### config.mk
export PLATFORM = sky130hd
export DESIGN_NAME = pld_phase_lock_detector
export DESIGN_NICKNAME = d
export VERILOG_FILES = /design/src/pld_pkg.sv /design/src/pld_phase_lock_detector.sv
export SDC_FILE = /design/constraint.sdc
export NUM_CORES = 2
export LEC_CHECK = 0
export BUFFER_PORTS_ARGS = -buffer_cell sky130_fd_sc_hd__buf_2
export CORE_MARGIN = 10
export CORE_UTILIZATION = 62
export DETAILED_ROUTE_END_ITERATION = 12
export MAX_ROUTING_LAYER = met4
export PLACE_DENSITY = 0.87
export SETUP_SLACK_MARGIN = 0.02
export SLEW_MARGIN = 20
export SYNTH_ARGS = -nofsm -noshare
export SYNTH_HDL_FRONTEND = slang
export SYNTH_SLANG_ARGS = --single-unit
### constraint.sdc
create_clock -name core_clk -period 11.6 [get_ports core_clk]
set_clock_uncertainty 0.05 [all_clocks]
set_input_delay 1.74 -clock core_clk [delete_from_list [all_inputs] [get_ports core_clk]]
set_output_delay 1.74 -clock core_clk [all_outputs]
set_load 0.1 [all_outputs]
### src/pld_pkg.sv
/*
  Package for the dual-channel phase lock detector and tuning word smoother:
  register indices, reset values, timing constants and the carrier structs.
  Assumes a single 40 MHz system clock and an AXI4-Lite master with 16-bit
  byte addresses; every register index maps to byte address index * 4.
*/
// Contract
// - Each of two channels has its own independent digital phase lock detector.
// - Tuning words pass a single-pole low-pass smoothing filter with variable gain.
// - Four-bit bandwidth code per channel; code 0 widest, each step halves it.
// - A new tuning word is approached gradually at the selected filter rate.
// - With clock compensation active the NCO word is corrected internally.
// - Status bit 1 shows live phase lock, 1 locked, 0 unlocked.
// - Event bit 0 latches lock gain, bit 1 latches lock loss, until cleared.
// - Writing clear bits 0 and 1 drops the matching latched events.
// - Signed tub level from -2048 to +2047, saturating, never wrapping.
// - Eight-bit fill step at profile offset 3, drain step at offset 4.
// - Unlock below -1025, lock above 1024, otherwise hold previous state.
// - Tub level readable as 12-bit signed over two consecutive registers.
// - Each phase error sample causes exactly one fill or one drain.
// - Phase threshold is 24-bit unsigned picoseconds at profile offsets 0 to 2.
// - Magnitude at or below threshold fills; otherwise one drain step.
// - While the slew limiter limits, fills are suppressed, drains allowed.
// - Zero fill or drain steps are accepted to force a fixed state.
// - Freerun or holdover forces the detector to report unlocked.
package pld_pkg;

  localparam int NUM_CH = 2;

  // Register indices; byte address is index * 4
  localparam logic [13:0] IDX_FILTER_BW [NUM_CH]  = '{14'h1009, 14'h1409};
  localparam logic [13:0] IDX_EVENT_CLR [NUM_CH]  = '{14'h200b, 14'h2010};
  localparam logic [13:0] IDX_EVENT_LAT [NUM_CH]  = '{14'h3010, 14'h3015};
  localparam logic [13:0] IDX_LIVE_STAT [NUM_CH]  = '{14'h3100, 14'h3200};
  localparam logic [13:0] IDX_TUB_LO    [NUM_CH]  = '{14'h3109, 14'h3209};
  localparam logic [13:0] IDX_TUB_HI    [NUM_CH]  = '{14'h310a, 14'h320a};
  localparam logic [13:0] IDX_PROFILE   [NUM_CH]  = '{14'h0800, 14'h0810};

  // Source profile byte offsets
  localparam logic [13:0] PROF_THR_B0 = 14'h0000;
  localparam logic [13:0] PROF_THR_B1 = 14'h0001;
  localparam logic [13:0] PROF_THR_B2 = 14'h0002;
  localparam logic [13:0] PROF_FILL   = 14'h0003;
  localparam logic [13:0] PROF_DRAIN  = 14'h0004;

  // Bit positions
  localparam int STAT_PHASE_LOCK_BIT = 1;
  localparam int EVT_LOCKED_BIT      = 0;
  localparam int EVT_UNLOCKED_BIT    = 1;

  // Tub limits and marks
  localparam logic signed [12:0] TUB_EMPTY     = -13'sd2048;
  localparam logic signed [12:0] TUB_FULL      = 13'sd2047;
  localparam logic signed [12:0] TUB_LOW_MARK  = -13'sd1025;
  localparam logic signed [12:0] TUB_HIGH_MARK = 13'sd1024;
  localparam logic [11:0]        TUB_RESET     = 12'h800;

  // Profile reset values
  localparam logic [23:0] THR_RESET   = 24'h0003e8;
  localparam logic [7:0]  FILL_RESET  = 8'h01;
  localparam logic [7:0]  DRAIN_RESET = 8'h01;
  localparam logic [3:0]  BW_RESET    = 4'h0;

  // Smoothing filter: code 0 is about 248 kHz at the system clock rate
  localparam int          SYS_CLK_HZ      = 40000000;
  localparam int          WIDEST_BW_HZ    = 248000;
  localparam int          FILT_SHIFT_BASE = $clog2(SYS_CLK_HZ / (6 * WIDEST_BW_HZ));
  localparam int          FILT_FRACTIONAL_DIVIDE_PART       = 8;

  localparam logic [1:0]  RESP_OKAY   = 2'b00;
  localparam logic [1:0]  RESP_SLVERR = 2'b10;

  typedef struct packed {
    logic        awvalid;
    logic [15:0] awaddr;
    logic        wvalid;
    logic [31:0] wdata;
    logic [3:0]  wstrb;
    logic        bready;
    logic        arvalid;
    logic [15:0] araddr;
    logic        rready;
  } pld_axi_req_type;

  typedef struct packed {
    logic        awready;
    logic        wready;
    logic        bvalid;
    logic [1:0]  bresp;
    logic        arready;
    logic        rvalid;
    logic [31:0] rdata;
    logic [1:0]  rresp;
  } pld_axi_resp_type;

  typedef struct packed {
    logic               sampleValid;
    logic signed [24:0] phaseErr;
    logic               slewLimiting;
    logic               freerun;
    logic               holdover;
    logic [47:0]        frequencyWord;
    logic               compActive;
    logic signed [23:0] compCorr;
  } pld_chan_in_type;

  typedef struct packed {
    logic        phaseLocked;
    logic [47:0] ncoWord;
  } pld_chan_out_type;

  typedef struct packed {
    logic signed [11:0]           tubLevel;
    logic                         locked;
    logic [1:0]                   events;
    logic [23:0]                  threshold;
    logic [7:0]                   fillStep;
    logic [7:0]                   drainStep;
    logic [3:0]                   filterBw;
    logic signed [48+FILT_FRACTIONAL_DIVIDE_PART:0] filtAcc;
    logic [47:0]                  ncoWord;
  } pld_chan_state_type;

  typedef struct packed {
    pld_chan_state_type [NUM_CH-1:0] ch;
    logic                            awHeld;
    logic [15:0]                     awAddr;
    logic                            wHeld;
    logic [31:0]                     wData;
    logic                            wLane0;
    pld_axi_resp_type                axi;
  } pld_state_type;

endpackage

### src/pld_phase_lock_detector.sv
/*
  Dual-channel phase lock detector with lock events and the NCO tuning word
  smoothing filter, behind an AXI4-Lite register slave.
  Assumes phase error samples, slew limiter, freerun, holdover and tuning
  words come from logic on core_clk, so none of them is synchronised here.
*/
`timescale 1ns/100ps
module pld_phase_lock_detector (
  input  logic                                      core_clk,
  input  logic                                      rst_n,
  input  pld_pkg::pld_axi_req_type                  axiReq,
  output pld_pkg::pld_axi_resp_type                 axiResp,
  input  pld_pkg::pld_chan_in_type  [pld_pkg::NUM_CH-1:0] chanIn,
  output pld_pkg::pld_chan_out_type [pld_pkg::NUM_CH-1:0] chanOut
);
  import pld_pkg::*;

  pld_state_type state_reg;
  pld_state_type state_next;

  // Saturating tub update; one step per sample, fill or drain only
  function automatic logic signed [11:0] tubStep(
    input logic signed [11:0] level,
    input logic               doFill,
    input logic [7:0]         fillStep,
    input logic [7:0]         drainStep
  );
    logic signed [12:0] sum;
    sum = doFill ? ({level[11], level} + $signed({5'h00, fillStep}))
                 : ({level[11], level} - $signed({5'h00, drainStep}));
    if (sum > TUB_FULL) begin
      sum = TUB_FULL;
    end else if (sum < TUB_EMPTY) begin
      sum = TUB_EMPTY;
    end
    return sum[11:0];
  endfunction

  // Magnitude of a signed phase error, sign ignored
  function automatic logic [24:0] errMag(input logic signed [24:0] err);
    errMag = err[24] ? 25'(-err) : 25'(err);
  endfunction

  // Read mux for one channel; returns hit flag in bit 32
  function automatic logic [32:0] chanRead(
    input pld_chan_state_type cs,
    input int                 c,
    input logic [13:0]        idx
  );
    logic [32:0] r;
    r = 33'h000000000;
    if (idx == IDX_FILTER_BW[c]) begin
      r = {1'b1, 28'h0000000, cs.filterBw};
    end else if (idx == IDX_EVENT_CLR[c]) begin
      r = {1'b1, 32'h00000000};
    end else if (idx == IDX_EVENT_LAT[c]) begin
      r = {1'b1, 30'h00000000, cs.events};
    end else if (idx == IDX_LIVE_STAT[c]) begin
      r = {1'b1, 30'h00000000, cs.locked, 1'b0};
    end else if (idx == IDX_TUB_LO[c]) begin
      r = {1'b1, 24'h000000, cs.tubLevel[7:0]};
    end else if (idx == IDX_TUB_HI[c]) begin
      r = {1'b1, 24'h000000, {4{cs.tubLevel[11]}}, cs.tubLevel[11:8]};
    end else if (idx == IDX_PROFILE[c] + PROF_THR_B0) begin
      r = {1'b1, 24'h000000, cs.threshold[7:0]};
    end else if (idx == IDX_PROFILE[c] + PROF_THR_B1) begin
      r = {1'b1, 24'h000000, cs.threshold[15:8]};
    end else if (idx == IDX_PROFILE[c] + PROF_THR_B2) begin
      r = {1'b1, 24'h000000, cs.threshold[23:16]};
    end else if (idx == IDX_PROFILE[c] + PROF_FILL) begin
      r = {1'b1, 24'h000000, cs.fillStep};
    end else if (idx == IDX_PROFILE[c] + PROF_DRAIN) begin
      r = {1'b1, 24'h000000, cs.drainStep};
    end
    return r;
  endfunction

  // Whether an index belongs to any mapped register of a channel
  function automatic logic isMapped(input pld_chan_state_type cs, input int c,
                                    input logic [13:0] idx);
    logic [32:0] r;
    r = chanRead(cs, c, idx);
    return r[32];
  endfunction

  always_comb begin
    logic [13:0]        wrIdx;
    logic [13:0]        rdIdx;
    logic               doWrite;
    logic               wrHit;
    logic [32:0]        rdWord;
    logic [32:0]        rdOne;
    logic [7:0]         wByte;
    logic               fillReq;
    logic               newLocked;
    logic [1:0]         evSet;
    logic [1:0]         evClr;
    logic signed [11:0] lvl;
    logic signed [48+FILT_FRACTIONAL_DIVIDE_PART:0] target;
    logic signed [48+FILT_FRACTIONAL_DIVIDE_PART:0] diff;
    logic signed [48:0] corrected;

    state_next = state_reg;
    wrIdx      = state_reg.awAddr[15:2];
    rdIdx      = axiReq.araddr[15:2];
    doWrite    = 1'b0;
    wrHit      = 1'b0;
    rdWord     = 33'h000000000;
    rdOne      = 33'h000000000;
    wByte      = state_reg.wData[7:0];
    fillReq    = 1'b0;
    newLocked  = 1'b0;
    evSet      = 2'b00;
    evClr      = 2'b00;
    lvl        = 12'sh000;
    target     = '0;
    diff       = '0;
    corrected  = '0;

    // Write address and data are taken independently, in either order
    if (axiReq.awvalid && state_reg.axi.awready) begin
      state_next.awHeld = 1'b1;
      state_next.awAddr = axiReq.awaddr;
    end
    if (axiReq.wvalid && state_reg.axi.wready) begin
      state_next.wHeld  = 1'b1;
      state_next.wData  = axiReq.wdata;
      state_next.wLane0 = axiReq.wstrb[0];
    end
    if (state_reg.axi.bvalid && axiReq.bready) begin
      state_next.axi.bvalid = 1'b0;
    end
    if (state_reg.awHeld && state_reg.wHeld && !state_reg.axi.bvalid) begin
      doWrite               = state_reg.wLane0;
      state_next.awHeld     = 1'b0;
      state_next.wHeld      = 1'b0;
      state_next.axi.bvalid = 1'b1;
      for (int c = 0; c < NUM_CH; c++) begin
        wrHit = wrHit | isMapped(state_reg.ch[c], c, wrIdx);
      end
      state_next.axi.bresp = wrHit ? RESP_OKAY : RESP_SLVERR;
    end
    state_next.axi.awready = !state_next.awHeld;
    state_next.axi.wready  = !state_next.wHeld;

    // Read: one outstanding; data registered with the response
    if (state_reg.axi.rvalid && axiReq.rready) begin
      state_next.axi.rvalid = 1'b0;
    end
    if (axiReq.arvalid && state_reg.axi.arready) begin
      for (int c = 0; c < NUM_CH; c++) begin
        rdOne  = chanRead(state_reg.ch[c], c, rdIdx);
        rdWord = rdWord | rdOne;
      end
      state_next.axi.rvalid = 1'b1;
      state_next.axi.rdata  = rdWord[31:0];
      state_next.axi.rresp  = rdWord[32] ? RESP_OKAY : RESP_SLVERR;
    end
    state_next.axi.arready = !state_next.axi.rvalid;

    for (int c = 0; c < NUM_CH; c++) begin
      // Register writes; only byte lane 0 carries data
      evClr = 2'b00;
      if (doWrite) begin
        if (wrIdx == IDX_FILTER_BW[c]) begin
          state_next.ch[c].filterBw = wByte[3:0];
        end
        if (wrIdx == IDX_EVENT_CLR[c]) begin
          evClr = wByte[EVT_UNLOCKED_BIT:EVT_LOCKED_BIT];
        end
        if (wrIdx == IDX_PROFILE[c] + PROF_THR_B0) begin
          state_next.ch[c].threshold[7:0] = wByte;
        end
        if (wrIdx == IDX_PROFILE[c] + PROF_THR_B1) begin
          state_next.ch[c].threshold[15:8] = wByte;
        end
        if (wrIdx == IDX_PROFILE[c] + PROF_THR_B2) begin
          state_next.ch[c].threshold[23:16] = wByte;
        end
        if (wrIdx == IDX_PROFILE[c] + PROF_FILL) begin
          state_next.ch[c].fillStep = wByte;
        end
        if (wrIdx == IDX_PROFILE[c] + PROF_DRAIN) begin
          state_next.ch[c].drainStep = wByte;
        end
      end

      // Tub: channels share nothing but the register bus
      lvl = state_reg.ch[c].tubLevel;
      if (chanIn[c].sampleValid) begin
        fillReq = (errMag(chanIn[c].phaseErr) <= {1'b0, state_reg.ch[c].threshold})
                  && !chanIn[c].slewLimiting;
        lvl = tubStep(lvl, fillReq, state_reg.ch[c].fillStep,
                      state_reg.ch[c].drainStep);
      end
      state_next.ch[c].tubLevel = lvl;

      // Hysteresis between the marks holds the previous state
      newLocked = state_reg.ch[c].locked;
      if (chanIn[c].freerun || chanIn[c].holdover) begin
        newLocked = 1'b0;
      end else if ($signed({lvl[11], lvl}) > TUB_HIGH_MARK) begin
        newLocked = 1'b1;
      end else if ($signed({lvl[11], lvl}) < TUB_LOW_MARK) begin
        newLocked = 1'b0;
      end
      state_next.ch[c].locked = newLocked;

      // A transition in the same cycle as its clear still latches
      evSet[EVT_LOCKED_BIT]   = newLocked && !state_reg.ch[c].locked;
      evSet[EVT_UNLOCKED_BIT] = !newLocked && state_reg.ch[c].locked;
      state_next.ch[c].events = (state_reg.ch[c].events & ~evClr) | evSet;

      // Single-pole smoother; shift per code halves the bandwidth.
      // The fractional guard bits keep small steps from stalling short of target.
      target = $signed({1'b0, chanIn[c].frequencyWord, {FILT_FRACTIONAL_DIVIDE_PART{1'b0}}});
      diff   = target - state_reg.ch[c].filtAcc;
      state_next.ch[c].filtAcc = state_reg.ch[c].filtAcc
                                 + (diff >>> (FILT_SHIFT_BASE
                                 + int'(state_reg.ch[c].filterBw)));
      corrected = $signed({1'b0, state_next.ch[c].filtAcc[48+FILT_FRACTIONAL_DIVIDE_PART-1:FILT_FRACTIONAL_DIVIDE_PART]});
      if (chanIn[c].compActive) begin
        corrected = corrected + 49'(chanIn[c].compCorr);
      end
      state_next.ch[c].ncoWord = corrected[47:0];
    end
  end

  always_ff @(posedge core_clk or negedge rst_n) begin
    if (!rst_n) begin
      state_reg <= '0;
      for (int c = 0; c < NUM_CH; c++) begin
        state_reg.ch[c].tubLevel  <= TUB_RESET;
        state_reg.ch[c].threshold <= THR_RESET;
        state_reg.ch[c].fillStep  <= FILL_RESET;
        state_reg.ch[c].drainStep <= DRAIN_RESET;
        state_reg.ch[c].filterBw  <= BW_RESET;
      end
      state_reg.axi.awready <= 1'b1;
      state_reg.axi.wready  <= 1'b1;
      state_reg.axi.arready <= 1'b1;
    end else begin
      state_reg <= state_next;
    end
  end

  assign axiResp = state_reg.axi;

  always_comb begin
    for (int c = 0; c < NUM_CH; c++) begin
      chanOut[c].phaseLocked = state_reg.ch[c].locked;
      chanOut[c].ncoWord     = state_reg.ch[c].ncoWord;
    end
  end

endmodule

==> impl_metrics.yaml <==
floorplan:
  initial_core_util_pct: 62.8
  dieArea_mm2: 0.0824
  rows: 97
  die_h_um: 287
  core_area_mm2: 0.0704
  die_w_um: 287
  top_level_ports: 418
place:
  placed_cell_area_mm2: 0.0464
  place_congestion: 1.04
  port_buffers: 360
  hpwl_um: 118000
  dpl_worst_slack_ns: 0.101
route:
  wl_met3_um: 13300
  top_layer: "met4"
  drc_errors: 0
  drt_iter0_drc: 5275
  met1_length_um: 60000
  wl_met2_um: 68500
  antenna_left: 0
  routedWlPerCell_um: 22.1
  drt-vias-per-instance: 6.61
  dr_total_vias: 44142
  drt-total-wl_um: 148000
  dr.pass1.iters: 7
sta:
  period_needed_ns: 10.93
  drv_slew: 0
  layout_worst_path_cycle_share_pct: 94.2
  rsz0062_at_grt: "no"
  worst_slew_pin_slew_ns: 1.09
  setup_tns_ns: 0
  clock.fmax_mhz: 91.5
  relSlewSlack_pct: 26.7
  worst_slack_ns: 0.669
  setup_viol: 0
  hold_viol: 0
finish:
  fin_area_mm2: 0.0479
  utilization_pct: 68.0
  largest_register_ffs: 255
  fill_cells: 5824
  syn2layout_area_growth_pct: 8.36
  drive_gt1_share_pct: 16.0
  nNetsFinal: 6369
clock_tree:
  cts.clk_slew.worst_paths_ns: 0.07
  cts_root_buffer: "clkbuf_16"
  cts.repair.resized: 0
  htreeDepth: 2
  cts_buffer_depth: 3
  post_cts_buffers: 0
  cts_tree: "done"
  clkLatencyLatePin_ns: 0.60
  postCtsHoldBufs: 0
  numCtsBuffers: 42
  cts.sinks: 368
synth:
  synth_top_area_share_pct: 19.6
  avgSynthCellArea_um2: 8.00
  post-synth-top-count-cell: "nand2_1"
  ys_ff_latch: 368
  netlist_area_mm2: 0.0442
  synth_edf_count: 0
  syn_inst: 5523
  yosysWarnings: 0
  synth_top_cell_by_area: "dfrtp_1"
  synth-main-ff-cell: "dfrtp_1"
  synth-async-reset-ratio_pct: 100
  seq_area_frac_synth_pct: 20.9
  ys_types: 117
  synth_commonest_cells: "nand2_1, a21oi_1, nor2_1"
  synth.area.top_cells: "dfrtp_1, ha_1, a21oi_1"
setup_path:
  path_max_fanout: 6
  crit_path_top_delay_cell: "mux4_2"
  crit_arrival_ns: 11.39
  cp.required_ns: 12.06
  crit_type: "in -> reg"
  slowest_delay_ns: 0.56
  cpMostUsedCell: "mux2i_1"
  critPathLaunchType: "input pin"
  end_kind: "flop"
global_routing:
  antenna_found_initial: 6
  grt_pass1_wl_um: 230000
  overflow: 0
  grt_pass1_vias: 42450
  grt_max_degree: 151
  grt_usage_pct: 35.2
min_path:
  hold_class: "reg -> reg"
flow_run:
  cap_viol_max_count: 0
run_status:
  outcome: "finished, final reports clean"
-- kinds of logic after synthesis --
| group | share of synthesized area (%) |
|---|---|
| fa+ha+maj | 11.3 |
| other cells | 0.00849 |
| buf+inv | 7.04 |
| xor+xnor | 7.51 |
| compound gates | 26.0 |
| flops | 20.9 |
| mux | 10.1 |
| simple gates | 17.2 |
-- area by class of cell --
cell class	count	area [um^2]	area share, %
diodes	3	7.51	0.0157
clock buffers	55	1170	2.44
clock inverters	21	253	0.528
inverters	292	1100	2.29
multi-input cells	4501	32100	67.0
flip-flops and latches	368	9240	19.3
well taps	940	1180	2.46
repair buffers	497	2850	5.96
-- cells in the final DEF (no fill, tap or decap), types with 60 or more instances in the layout --
cell type	instances
a211oi_1	77
a21o_1	187
a21oi_1	451
buf_2	359
buf_4	136
dfrtp_1	345
ha_1	381
inv_1	289
mux2_2	197
mux2i_1	152
nand2_1	489
nand2b_1	64
nand3_1	126
nor2_1	387
nor3_1	127
o211ai_1	77
o21a_1	60
o21ai_0	340
xnor2_1	236
xor2_1	126
-- layer usage --
metal	vias to the layer above	GRT usage, %
met5	-	-
met1	20954	44.0
li1	20581	-
met3	416	6.17
met2	2191	56.4
met4	0	13.2
-- final timing paths --
path,startpoint,endpoint,slack [ns],depth (start not counted)
min,axiResp[6],axiResp[6],0.42,2
max reg2reg,state_reg[141],chanOut[47],1.49,38
max in group asynchronous,rst_n,state_reg[161],8.96,2
max,chanIn[40],chanOut[47],0.67,39
min in group asynchronous,rst_n,state_reg[385],1.17,1
min reg2reg,axiResp[6],axiResp[6],0.42,2
-- metrics by stage --
stage | hold WS, ns | cells
3_3_place_gp | 0.401 | 6598
4_1_cts | 0.421 | 6674
2_1_floorplan | 0.390 | 5548
6_report | 0.423 | 6677
3_5_place_dp | 0.405 | 6598
5_1_grt | 0.460 | 6677
-- critical path: cells and delay by family --
family | cells | cell delay [ns]
AO/OA/AOI/OAI | 13 | 3.49
XOR/XNOR | 3 | 0.48
adder cells (fa/ha/maj) | 3 | 1.12
buffers and inverters | 2 | 0.30
multiplexers | 5 | 1.51
AND/OR/NAND/NOR | 13 | 2.75
Power is left out: the tool's default activity adds up to more than one toggle a clock period on the data nets, which glitch-free logic cannot reach.
